<file path="src/rtl/rscl_consts.vh">
/*
 holds the constants of the reset strap configuration latch: strap bit
 positions, defaults, register offsets and timing figures.
 assumes inclusion by bare name from design files under rtl/.
*/
`ifndef RSCL_CONSTS_VH
`define RSCL_CONSTS_VH

// ----------------------------------------------------------------------
// strap bit positions within the sampled byte (pin 8 is bit 0)
// ----------------------------------------------------------------------
`define RSCL_SB_NV_HI      7
`define RSCL_SB_NV_LO      6
`define RSCL_SB_SERIAL     5
`define RSCL_SB_STROBE     4
`define RSCL_SB_HALT       3
`define RSCL_SB_WIDE       2
`define RSCL_SB_MAP_RAM    1
`define RSCL_SB_ROM_OFF    0

// ----------------------------------------------------------------------
// strap reset defaults (pins 15..8)
// ----------------------------------------------------------------------
`define RSCL_STRAP_DEFAULT 8'h11

// ----------------------------------------------------------------------
// avalon register offsets (byte addresses, word aligned)
// ----------------------------------------------------------------------
`define RSCL_ADDR_W        4
`define RSCL_OFS_CFG_OPT   4'h0
`define RSCL_OFS_STRAPS    4'h4
`define RSCL_OFS_DECODE    4'h8
`define RSCL_OFS_BOOT      4'hC

// config option register field
`define RSCL_COR_SRST      7

// ----------------------------------------------------------------------
// function register io offsets and window sizes
// ----------------------------------------------------------------------
`define RSCL_IO_COR        8'h40
`define RSCL_IO_CSR        8'h42
`define RSCL_IO_PRR        8'h44
`define RSCL_IO_WIN_SMALL  8'h40
`define RSCL_IO_WIN_LARGE  8'h80

// ----------------------------------------------------------------------
// boot modes
// ----------------------------------------------------------------------
`define RSCL_BOOT_LARGE    2'h0
`define RSCL_BOOT_SMALL    2'h1
`define RSCL_BOOT_NONE     2'h2

// ----------------------------------------------------------------------
// timing
// ----------------------------------------------------------------------
`define RSCL_CLK_HZ        100000000
`define RSCL_SER_HZ        400000
`define RSCL_SER_DIV       (`RSCL_CLK_HZ / `RSCL_SER_HZ)
`define RSCL_HOLD_NS       10000
`define RSCL_HOLD_CYC      ((`RSCL_HOLD_NS + 9) / 10)

`endif

</file>
<file path="src/rtl/rscl_sync3.v">
/*
 holds a three flip-flop pin synchroniser with agreement filter.
 assumes a single clock and asynchronous active-low reset.
*/
`timescale 1ns/10ps
`default_nettype none

module rscl_sync3 #(
  parameter W    = 8,
  parameter INIT = 8'h00
) (
  // clock and reset
  input  wire         core_clk,
  input  wire         rstn,
  // pin side
  input  wire [W-1:0] pin_in,
  // core side
  output reg  [W-1:0] pin_out
);

  reg [W-1:0] s1_reg;
  reg [W-1:0] s2_reg;
  reg [W-1:0] s3_reg;

  // ----------------------------------------------------------------------
  // synchroniser, a change counts once stages two and three agree
  // ----------------------------------------------------------------------
  genvar i;
  generate
    for (i = 0; i < W; i = i + 1) begin : g_bit
      always @(posedge core_clk or negedge rstn) begin
        if (!rstn) begin
          s1_reg[i]  <= INIT[i];
          s2_reg[i]  <= INIT[i];
          s3_reg[i]  <= INIT[i];
          pin_out[i] <= INIT[i];
        end else begin
          s1_reg[i] <= pin_in[i];
          s2_reg[i] <= s1_reg[i];
          s3_reg[i] <= s2_reg[i];
          if (s2_reg[i] == s3_reg[i]) begin
            pin_out[i] <= s3_reg[i];
          end
        end
      end
    end
  endgenerate

endmodule

`default_nettype wire

</file>
<file path="src/rtl/rscl_top.v">
/*
 holds the reset strap configuration latch: samples the strap pins
 during hardware or soft reset, holds them afterwards, and decodes the
 start-up configuration; software reaches it over avalon-mm.
 assumes one 100 MHz clock, the hardware reset pin already asserted
 long enough by the host, and strap levels set by resistors or a host.
*/
// Decided for this implementation: the placing of the registers and the Avalon-MM register port.
`timescale 1ns/10ps
`default_nettype none
`include "rscl_consts.vh"

module rscl_top #(
  parameter SER_DIV = `RSCL_SER_DIV
) (
  // clock and reset
  input  wire        core_clk,
  input  wire        rstn,
  // strap pins and hardware reset pin
  input  wire [7:0]  strap_data_pins,
  input  wire [1:0]  legacy_io_pins,
  input  wire        hw_reset_pin,
  // avalon-mm slave
  input  wire [3:0]  avs_address,
  input  wire        avs_read,
  input  wire        avs_write,
  input  wire [31:0] avs_writedata,
  output reg  [31:0] avs_readdata,
  output reg         avs_waitrequest,
  // decoded configuration and boot serial port rate enable
  output reg         device_in_reset,
  output reg         start_halted,
  output reg         firmware_run_en,
  output reg  [2:0]  nv_device_type,
  output reg  [1:0]  nv_kind_select,
  output reg         serial_host_select,
  output reg         parallel_host_select,
  output reg         pccard_funcs_en,
  output reg         sram_strobe_style,
  output reg         startup_width_wide,
  output reg         store_map_to_ram,
  output reg         onchip_rom_off,
  output reg         legacy_bus_select,
  output reg         attr_space_en,
  output reg         function_regs_io_decode,
  output reg         host_addr_mask0,
  output reg  [7:0]  io_window_size,
  output reg  [1:0]  boot_mode,
  output reg         boot_wait_host,
  output reg         ser_clk_en
);

  wire [7:0]  straps_sync;
  wire [1:0]  legacy_sync;
  wire        hw_rst_sync;
  reg  [7:0]  strap_reg;
  reg  [1:0]  legacy_reg;
  reg  [7:0]  config_option_reg;
  reg         halt_reg;
  reg  [15:0] ser_cnt_reg;
  wire        soft_reset_bit;
  wire        any_reset;
  wire        io_dec_eff;
  wire        sel_opt;
  wire        sel_straps;
  wire        sel_dec;
  wire        sel_boot;
  reg  [31:0] rd_next;
  reg         in_reset_next;
  reg         halted_next;
  reg         run_en_next;
  reg  [2:0]  nv_type_next;
  reg  [1:0]  nv_kind_next;
  reg         serial_next;
  reg         parallel_next;
  reg         pccard_next;
  reg         strobe_next;
  reg         wide_next;
  reg         map_ram_next;
  reg         rom_off_next;
  reg         legacy_next;
  reg         attr_next;
  reg         io_decode_next;
  reg         mask0_next;
  reg  [7:0]  win_next;
  reg  [1:0]  boot_mode_next;
  reg         wait_host_next;

  // ----------------------------------------------------------------------
  // pin synchronisers
  // ----------------------------------------------------------------------
  rscl_sync3 #(.W(8), .INIT(`RSCL_STRAP_DEFAULT)) u_sync_strap (
    .core_clk (core_clk),
    .rstn     (rstn),
    .pin_in   (strap_data_pins),
    .pin_out  (straps_sync)
  );

  rscl_sync3 #(.W(3), .INIT(8'h04)) u_sync_misc (
    .core_clk (core_clk),
    .rstn     (rstn),
    .pin_in   ({hw_reset_pin, legacy_io_pins}),
    .pin_out  ({hw_rst_sync, legacy_sync})
  );

  // ----------------------------------------------------------------------
  // reset sources
  // ----------------------------------------------------------------------
  assign soft_reset_bit = config_option_reg[`RSCL_COR_SRST];
  assign any_reset      = hw_rst_sync | soft_reset_bit;

  // ----------------------------------------------------------------------
  // strap sampling and holding
  // ----------------------------------------------------------------------
  always @(posedge core_clk or negedge rstn) begin
    if (!rstn) begin
      strap_reg  <= `RSCL_STRAP_DEFAULT;
      legacy_reg <= 2'h0;
      halt_reg   <= 1'b0;
    end else if (any_reset) begin
      strap_reg  <= straps_sync;
      legacy_reg <= legacy_sync;
      if (soft_reset_bit) begin
        halt_reg <= 1'b0;
      end else begin
        halt_reg <= straps_sync[`RSCL_SB_HALT];
      end
    end
    // otherwise hold until the next reset
  end

  // ----------------------------------------------------------------------
  // avalon register file
  // ----------------------------------------------------------------------
  assign sel_opt    = (avs_address == `RSCL_OFS_CFG_OPT);
  assign sel_straps = (avs_address == `RSCL_OFS_STRAPS);
  assign sel_dec    = (avs_address == `RSCL_OFS_DECODE);
  assign sel_boot   = (avs_address == `RSCL_OFS_BOOT);

  always @* begin
    rd_next = 32'h0000_0000;
    if (sel_opt) begin
      rd_next = {24'h00_0000, config_option_reg};
    end else if (sel_straps) begin
      rd_next = {22'h00_0000, legacy_reg, strap_reg};
    end else if (sel_dec) begin
      rd_next = {16'h0000, io_window_size, 1'b0, host_addr_mask0,
                 function_regs_io_decode, legacy_bus_select,
                 attr_space_en, pccard_funcs_en, parallel_host_select,
                 serial_host_select};
    end else if (sel_boot) begin
      rd_next = {24'h00_0000, device_in_reset, firmware_run_en,
                 boot_wait_host, boot_mode, nv_device_type};
    end
  end

  // one wait cycle per access: waitrequest drops in the second cycle
  always @(posedge core_clk or negedge rstn) begin
    if (!rstn) begin
      avs_waitrequest   <= 1'b1;
      avs_readdata      <= 32'h0000_0000;
      config_option_reg <= 8'h00;
    end else begin
      if ((avs_read || avs_write) && avs_waitrequest) begin
        avs_waitrequest <= 1'b0;
        if (avs_read) begin
          avs_readdata <= rd_next;
        end
      end else begin
        avs_waitrequest <= 1'b1;
      end
      if (avs_write && !avs_waitrequest && sel_opt) begin
        config_option_reg <= avs_writedata[7:0];
      end
    end
  end

  // ----------------------------------------------------------------------
  // configuration decode
  // ----------------------------------------------------------------------
  assign io_dec_eff = ~strap_reg[`RSCL_SB_SERIAL] &
                      (legacy_reg[1] | legacy_reg[0]);

  // ----------------------------------------------------------------------
  // next values of the decoded outputs
  // ----------------------------------------------------------------------
  always @* begin
    in_reset_next  = any_reset;
    halted_next    = halt_reg;
    run_en_next    = ~any_reset & ~halt_reg;
    nv_kind_next   = strap_reg[`RSCL_SB_NV_HI:`RSCL_SB_NV_LO];
    nv_type_next   = {halt_reg,
                      strap_reg[`RSCL_SB_NV_HI:`RSCL_SB_NV_LO]};
    serial_next    = strap_reg[`RSCL_SB_SERIAL];
    parallel_next  = ~strap_reg[`RSCL_SB_SERIAL];
    pccard_next    = ~strap_reg[`RSCL_SB_SERIAL];
    strobe_next    = strap_reg[`RSCL_SB_STROBE];
    wide_next      = strap_reg[`RSCL_SB_WIDE];
    map_ram_next   = strap_reg[`RSCL_SB_MAP_RAM];
    rom_off_next   = strap_reg[`RSCL_SB_ROM_OFF];
    // legacy mode needs the parallel host interface
    legacy_next    = legacy_reg[1] & ~strap_reg[`RSCL_SB_SERIAL];
    // attribute space stays open in serial mode for debug access
    attr_next      = ~legacy_next;
    io_decode_next = io_dec_eff;
    mask0_next     = io_dec_eff;
    win_next       = io_dec_eff ? `RSCL_IO_WIN_LARGE
                                : `RSCL_IO_WIN_SMALL;
    if (strap_reg[`RSCL_SB_NV_HI]) begin
      boot_mode_next = `RSCL_BOOT_NONE;
      wait_host_next = 1'b1;
    end else if (strap_reg[`RSCL_SB_NV_LO]) begin
      boot_mode_next = `RSCL_BOOT_SMALL;
      wait_host_next = 1'b1;
    end else begin
      boot_mode_next = `RSCL_BOOT_LARGE;
      wait_host_next = 1'b0;
    end
  end

  // every decoded output is registered from its next value

  always @(posedge core_clk or negedge rstn) begin
    if (!rstn) begin
      device_in_reset         <= 1'b1;
      start_halted            <= 1'b0;
      firmware_run_en         <= 1'b0;
      nv_device_type          <= 3'h0;
      nv_kind_select          <= 2'h0;
      serial_host_select      <= 1'b0;
      parallel_host_select    <= 1'b1;
      pccard_funcs_en         <= 1'b1;
      sram_strobe_style       <= 1'b1;
      startup_width_wide      <= 1'b0;
      store_map_to_ram        <= 1'b0;
      onchip_rom_off          <= 1'b1;
      legacy_bus_select       <= 1'b0;
      attr_space_en           <= 1'b1;
      function_regs_io_decode <= 1'b0;
      host_addr_mask0         <= 1'b0;
      io_window_size          <= `RSCL_IO_WIN_SMALL;
      boot_mode               <= `RSCL_BOOT_LARGE;
      boot_wait_host          <= 1'b0;
    end else begin
      device_in_reset         <= in_reset_next;
      start_halted            <= halted_next;
      firmware_run_en         <= run_en_next;
      nv_device_type          <= nv_type_next;
      nv_kind_select          <= nv_kind_next;
      serial_host_select      <= serial_next;
      parallel_host_select    <= parallel_next;
      pccard_funcs_en         <= pccard_next;
      sram_strobe_style       <= strobe_next;
      startup_width_wide      <= wide_next;
      store_map_to_ram        <= map_ram_next;
      onchip_rom_off          <= rom_off_next;
      legacy_bus_select       <= legacy_next;
      attr_space_en           <= attr_next;
      function_regs_io_decode <= io_decode_next;
      host_addr_mask0         <= mask0_next;
      io_window_size          <= win_next;
      boot_mode               <= boot_mode_next;
      boot_wait_host          <= wait_host_next;
    end
  end

  // ----------------------------------------------------------------------
  // boot serial port rate enable
  // ----------------------------------------------------------------------
  always @(posedge core_clk or negedge rstn) begin
    if (!rstn) begin
      ser_cnt_reg <= 16'h0000;
      ser_clk_en  <= 1'b0;
    end else if (ser_cnt_reg == SER_DIV[15:0] - 16'h0001) begin
      ser_cnt_reg <= 16'h0000;
      ser_clk_en  <= 1'b1;
    end else begin
      ser_cnt_reg <= ser_cnt_reg + 16'h0001;
      ser_clk_en  <= 1'b0;
    end
  end

endmodule

`default_nettype wire

</file>
<file path="config.mk">
export PLATFORM = sky130hd
export DESIGN_NAME = rscl_top
export DESIGN_NICKNAME = d
export VERILOG_FILES = /design/src/rtl/rscl_sync3.v /design/src/rtl/rscl_top.v
export VERILOG_INCLUDE_DIRS = /design/src /design/src/rtl
export SDC_FILE = /design/constraint.sdc
export NUM_CORES = 1
export LEC_CHECK = 0
export BUFFER_PORTS_ARGS = -buffer_cell sky130_fd_sc_hd__buf_2
export CAP_MARGIN = 0
export CORE_MARGIN = 2
export CORE_UTILIZATION = 30
export DETAILED_ROUTE_END_ITERATION = 8
export GPL_ROUTABILITY_DRIVEN = 0
export MAX_ROUTING_LAYER = met4
export REMOVE_ABC_BUFFERS = 1
export SYNTH_ARGS = -nofsm -noshare
export SYNTH_HDL_FRONTEND = slang
export SYNTH_SLANG_ARGS = --single-unit
</file>
<file path="constraint.sdc">
create_clock -name core_clk -period 1.9 [get_ports core_clk]
set_input_delay 0.095 -clock core_clk [delete_from_list [all_inputs] [get_ports core_clk]]
set_output_delay 0.095 -clock core_clk [all_outputs]
set_load 0.02 [all_outputs]
</file>
After elaboration in Yosys (flattened, before gate mapping)
Index checks and enable logic that the tools add are counted.
Word-level totals
  logic and storage cells: 114
  bits in registers: 141
  bits in latches: 0
  memory bits (read-only): 0
  input bits: 51
  memories kept: 0
  memory bits (writable): 0
  output and inout bits: 64
Cells by class
  magnitude comparators: 0
  add/sub/neg operators: 1
  bitwise logic cells: 9
  divide/modulo/power cells: 0
  eq/ne operators: 15
  shifts and indexed selects: 0
  muxes and demuxes: 13
  multipliers: 0
  reductions and logical operators: 7
Operators by type and width (count)
  $mux W16: 4
  $add A16 B1 Y16 const B: 1
  $eq A16 B8 Y1 const B: 1
  $mux W8: 2
  $eq A1 B1 Y1: 11
  $eq A4 B4 Y1 const B: 2
  $mux W1: 6
  $eq A4 B3 Y1 const B: 1
  $logic_not A4 Y1: 1
  $not A1 Y1: 4
  $and A1 B1 Y1: 3
  $logic_and A1 B1 Y1: 3
  $mux W2: 1
  $or A1 B1 Y1: 2
  $reduce_and A2 Y1: 1
  $logic_not A1 Y1: 1
  $logic_or A1 B1 Y1: 1

Depth between registers and ports, before layout
Gate-level depths: netlist (run 1).
  depth after elaboration: 5
  gate-level depth with buffers: 5
  mapped depth without buffers: 5

Modules after synthesis
Synthesis (run 1) repeated with hierarchy kept, for this count alone.
Second synthesis, totals
  cell total of the unflattened synthesis: 310
  area total of the unflattened synthesis: 4161.5 µm²
By module, submodules not included
  rscl_top: area each 2921.6 µm², cells an instance 255, sequential area each 1662.8 µm², times used 1
  rscl_sync3 at u_sync_strap: area each 900.9 µm², cells an instance 40, sequential area each 810.8 µm², times used 1
  rscl_sync3 at u_sync_misc: area each 339.1 µm², cells an instance 15, sequential area each 305.3 µm², times used 1

Least setup slack after synthesis (run 1)
OpenSTA, ideal clock, no wires.
  path type: register to register
  from: register ser_cnt_reg[10]
  to: register ser_cnt_reg[2]
  arrival time: 1.414 ns
  data required time: 1.765 ns
  buffers on the path: 0
  setup time: 0.135 ns
  path slack: 0.351 ns
  period minus slack after synthesis: 1.549 ns
  stages on the path, launching flop included: 4
  cell sequence: dfrtp_1 -> or4_4 -> nor4_4 -> nor2_1
Between the ends
  word-level cells in the longest chain between the ends: 2
RTL lines
  start: declaration: line rscl_top.v:60  | reg [15:0] ser_cnt_reg;
  start signal: assignment: line rscl_top.v:278  | ser_cnt_reg <= ser_cnt_reg + 16'h0001;
  $eq A16 B8 Y1: line rscl_top.v:274  | end else if (ser_cnt_reg == SER_DIV[15:0] - 16'h0001) begin
  $mux W16: line rscl_top.v:274
Every way passes these cells.
A chain may end at the register's enable or synchronous reset.

Final worst setup path (run 1)
Same ends and word-level chain as after synthesis.

==> metrics.cfg, run 1 <==
[outcome]
status = complete, no violations

[timing]
rsz0062_at_grt = no
setup_viol = 0
fin_setup_tns_ns = 0
whs_ns = 0.0715
max_clock_freq_mhz = 591
hold_violations = 0
fin_crit_sh_pct = 89.0
min_period_ns = 1.69
slew_violations = 0
fin_skew_ns = 0.00681

[synth]
synth-compound-area-share_pct = 3.95
synth_top_area_cell = dfrtp_1
synth.area.mux_share_pct = 7.30
synthDominantCellAreaShare_pct = 53.7
synth_xor_area_share_pct = 2.32
synthArstFlopShare_pct = 100
synth_edf_count = 0
syn_avg_cell_area_um2 = 13.9
synthCells = 299
yosys_most_used_dff = dfrtp_1
yosysWarnings = 0
yosys-top-cells-area = dfrtp_1 (54%), dfstp_2 (13%), mux2_2 (6.5%)
syn_area_um2 = 4150
synthAdderAreaFrac_pct = 3.26
synth_top_family_by_area = simple AND/OR/NAND/NOR gates
ys_seq_elements = 110
synth.distinct_cells = 40
ys_seq_area_share_pct = 67.0
synth-simple-area-share_pct = 9.20

[cells_and_area]
largest_register_ffs = 16
drive_above_1_share_pct = 35.1
fin_nets = 444
area_growth_pct = 22.7
diodes = 0

[route]
first_pass_iters = 4
ant_nets = 0
drt-total-wl_mm = 7.43
vias = 2443
via_per_inst = 4.27
drt_iter0_drc = 120
wire_per_inst_um = 13.0
drc = 0

[floorplanning]
ioPinCount = 115
core_um2 = 13400
die_height_um = 122
die_w_um = 122
rows = 42
dieArea_um2 = 14800
start_util_pct = 31.0

[clocking]
ctsResizeCount = 0
insertion_delay_ns = 0.35
cts_root_buffer = clkbuf_16
htreeDepth = 3
clk_path_buf_depth = 2
tritoncts = yes
cts_sinks = 110
path_clk_slew_ns = 0.08
cts_made_buffers = 9

[grt]
grt_max_degree = 41
grt_overflow_total = 0
antenna_found_initial = 0
grt_usage_pct = 11.1
grt_pass1_vias = 2447
grt_pass1_wl_mm = 12.2

[job]
max-cap-violations = 0

[setup_path]
worstPathArrival_ns = 1.90
crit_path_start_kind = register
cp.required_ns = 2.11
worstSetupPathType = register to register
end_kind = register
path_max_fanout = 8

[placed_design]
port_buffers = 64
dp_hpwl_mm = 5.23

[power]
powerDensity_nw_per_um2 = 1060
ir_drop_mv = 0.531
p_leak_nw = 2.34

[worst_hold_path]
hold_class = primary input to register

final timing paths:
path / slack, ns / to / startpoint / depth (start not counted)
worst max register to register: 0.21 / ser_cnt_reg[2] / ser_cnt_reg[10] / 3
worst max-delay path: 0.21 / ser_cnt_reg[2] / ser_cnt_reg[10] / 3
worst min register to register: 0.35 / u_sync_strap.s2_reg[3] / u_sync_strap.s1_reg[3] / 0
min in group asynchronous: 0.21 / u_sync_strap.pin_out[1] / rstn / 2
max in group asynchronous: 1.02 / device_in_reset / rstn / 3
worst min-delay path: 0.07 / avs_readdata[3] / avs_address[0] / 4
per-stage QoR:
| step | setup slack [ns] | utilization, % | std cells | power, mW | instance area (um^2) |
|---|---|---|---|---|---|
| after floorplan | 0.351 | - | 288 | 3.30 | 3980 |
| after global placement | 0.221 | 34.2 | 534 | 3.63 | 4580 |
| after detailed placement | 0.191 | 34.2 | 534 | 3.65 | 4580 |
| after CTS | 0.182 | 37.9 | 571 | 5.51 | 5080 |
| after global routing | 0.101 | 38.0 | 572 | 5.72 | 5090 |
| final | 0.208 | 38.0 | 572 | 5.42 | 5090 |
area by class of cell:
type / instances / area (um^2)
clock inverter: 7 / 61.3
sequential: 110 / 2780
inverter: 7 / 26.3
fill: 1328 / 8310
clock buffer: 9 / 225
multi-input combinational: 171 / 1180
timing repair buffer: 92 / 601
tap: 176 / 220
what timing repair did:
action                                 in CTS  in global routing
setup buffers                               0                  0
hold buffers                               21                  1
setup endpoints to repair                   0                  0
endpoints found under the hold margin      69                  1
cell usage after synthesis, drive strengths merged, types with 2 or more instances:
cell,n
o21ai,9
xor2,8
maj3,11
dfstp,21
a21oi,9
or3,3
nor2,19
dfrtp,89
nand2,15
inv,7
clkbuf,2
a22oi,4
buf,34
nor4,5
nand4,3
or4,2
nand3,11
xnor2,3
ha,2
a222oi,2
mux2,24
nor3,4
cells in the final DEF, fill, tap and decap left out, types with 6 or more instances in the layout:
master	count
dfrtp_1	89
buf_2	63
conb_1	26
mux2_2	24
dlygate4sd3_1	22
dfstp_2	21
nor2_1	19
nand2_1	15
maj3_1	11
nand3_1	10
o21ai_0	9
a21oi_1	9
clkbuf_16	9
xor2_1	8
inv_1	7
buf_4	6
worst max-delay path, cell delays in order, from the launching register on:
cell,delay (ns)
dfrtp_1,0.42
or4_4,0.56
nor4_4,0.48
nor2_1,0.10
where the power goes:
part / internal, mW / switching [mW]
sequential: 2.64 / 0.175
clock: 0.917 / 0.869
combinational: 0.329 / 0.483
cells by family after synthesis:
group | count (synthesis)
buffers and inverters | 43
XOR/XNOR | 11
other | 1
adder cells (fa/ha/maj) | 13
AO/OA/AOI/OAI | 27
multiplexers | 26
flip-flops | 110
AND/OR/NAND/NOR | 68
metal layers:
metal,up-vias,share of wire (%),GRT usage [%]
met5,-,0,-
met4,0,1.1,2.80
met3,8,5.8,4.26
met1,1205,46,13.6
met2,69,47,17.5
li1,1161,-,-
No activity file was read; power rests on OpenSTA's default activity.
==> run 2, diff against run 1 <==
--- a/config.mk
+++ b/config.mk
@@ -7,5 +7,5 @@
 export NUM_CORES = 1
 export LEC_CHECK = 0
-export BUFFER_PORTS_ARGS = -buffer_cell sky130_fd_sc_hd__buf_2
+export BUFFER_PORTS_ARGS = -buffer_cell sky130_fd_sc_hd__buf_4
 export CAP_MARGIN = 0
 export CORE_MARGIN = 2
==> constraint.sdc (replaced) <==
create_clock -name core_clk -period 1.95 [get_ports core_clk]
set_input_delay 0.0975 -clock core_clk [delete_from_list [all_inputs] [get_ports core_clk]]
set_output_delay 0.0975 -clock core_clk [all_outputs]
set_load 0.01 [all_outputs]
==> run 2 against run 1 <==
Non-clock buffer count is 3 lower; final cell count down 0.52%; combinational power decreased by 8.0%; worst hold slack got worse by 0.057 ns; critical path type unchanged; largest power group unchanged.
==> metrics.cfg, run 2 (same netlist as run 1, synthesis figures left out) <==
[floorplanning]
ioPinCount = 115
rows = 42
die_height_um = 122
dieArea_um2 = 14800
core_um2 = 13400
die_w_um = 122
start_util_pct = 31.0

[power]
p_comb_share_pct = 14.5
p_clk_share_pct = 32.1
p_leak_nw = 2.36
p_seq_share_pct = 53.4
p_int_mw = 3.89
netSwitchingFraction_pct = 24.5
ir_drop_mv = 0.489
p_switching_mw = 1.26
powerDensity_nw_per_um2 = 987

[cells_and_area]
utilization_pct = 38.9
fin_nets = 441
drive_above_1_share_pct = 34.4
area_growth_pct = 25.8
largest_register_ffs = 16
final_common_cell = dfrtp_1
final_area_um2 = 5220
diodes = 0
fill_cells = 1298
final_cell_mix = dfrtp_1 (89), buf_4 (67), conb_1 (26), mux2_2 (24), dfstp_2 (21)

[grt]
grt_pass1_vias = 2358
antenna_found_initial = 0
grt_usage_pct = 10.6
grt_pass1_wl_mm = 11.8
grt_max_degree = 64
grt_overflow_total = 0

[clocking]
ctsResizeCount = 0
htreeDepth = 3
cts_sinks = 110
tritoncts = yes
insertion_delay_ns = 0.33
cts_setup_buffers = 0
path_clk_slew_ns = 0.06
clk_path_buf_depth = 2
cts_root_buffer = clkbuf_16
cts_made_buffers = 9

[worst_hold_path]
hold_class = primary input to register

[timing]
fin_crit_sh_pct = 86.0
slew_violations = 0
fin_skew_ns = 0.00550
fin_setup_tns_ns = 0
setup_viol = 0
finalWorstSetupSlack_ns = 0.274
max_clock_freq_mhz = 597
rsz0062_at_grt = no
min_period_ns = 1.68
hold_violations = 0

[setup_path]
end_kind = register
cp.required_ns = 2.15
slowest_stage = or4_4
worstSetupPathType = register to register
crit_chain = or4_4, nor4_4, nor2_1
crit_path_start_kind = register
worstPathArrival_ns = 1.87
path_max_fanout = 8
max_stage_delay_ns = 0.56

[route]
drt-total-wl_mm = 7.37
via_per_inst = 4.26
ant_nets = 0
first_pass_iters = 4
vias = 2423
wire_per_inst_um = 12.9
drt_iter0_drc = 145
drc = 0

[placed_design]
pre_cts_slack_ns = 0.267
port_buffers = 64
dp_hpwl_mm = 5.20
postPlaceCellArea_um2 = 4750

[outcome]
status = complete, no violations

[job]
max-cap-violations = 0

run 2: critical path, delay by kind of cell, from the launching register on:
kind	cells	cell delay, ns
AND/OR/NAND/NOR	3	1.13
flip-flops	1	0.41
run 2: power groups by stage:
| stage | logic, mW | clock network [mW] | registers (mW) |
|---|---|---|---|
| 6_report | 0.747 | 1.65 | 2.75 |
| 4_1_cts | 0.760 | 1.72 | 2.76 |
| 2_1_floorplan | 0.258 | 0 | 2.82 |
| 3_5_place_dp | 0.725 | 0 | 2.80 |
| 3_3_place_gp | 0.712 | 0 | 2.79 |
| 5_1_grt | 0.820 | 1.81 | 2.78 |
run 2: area by class of cell:
class                   count  area [um^2]  area share [%]
clock inverters             3         22.5           0.432
inverters                   7         26.3           0.503
clock buffers              13          250            4.80
well taps                 176          220            4.22
multi-input cells         171         1180            22.6
flip-flops and latches    110         2780            53.2
repair buffers             89          743            14.2
run 2: final timing paths:
check                                  startpoint                endpoint  slack [ns]  depth (start not counted)
setup / recovery                  ser_cnt_reg[10]          ser_cnt_reg[3]        0.27                          3
hold / removal                   avs_writedata[1]    config_option_reg[1]        0.01                          2
setup reg to reg                  ser_cnt_reg[10]          ser_cnt_reg[3]        0.27                          3
hold reg to reg            u_sync_strap.s1_reg[3]  u_sync_strap.s2_reg[3]        0.35                          0
max in group asynchronous                    rstn   u_sync_misc.s2_reg[2]        1.23                          3
min in group asynchronous                    rstn    config_option_reg[4]        0.13                          2
run 2: routing by layer:
| metal | vias up | share of wire (%) | global-route usage (%) |
|---|---|---|---|
| li1 | 1151 | - | - |
| met1 | 1196 | 47 | 14.1 |
| met2 | 69 | 47 | 16.0 |
| met3 | 7 | 4.7 | 2.86 |
| met4 | 0 | 1.3 | 3.02 |
| met5 | - | 0 | - |
run 2: repair_timing:
item / in CTS / in global routing
endpoints found under the setup margin: 0 / 0
hold buffers: 20 / 0
endpoints found under the hold margin: 109 / 0
run 2: per-stage QoR:
step           hold WS (ns)  power, mW  cells
5_1_grt            0.000629       5.41    569
3_3_place_gp        -0.0623       3.50    533
6_report             0.0145       5.15    569
4_1_cts             0.00455       5.24    569
2_1_floorplan        -0.198       3.07    288
3_5_place_dp        -0.0606       3.52    533
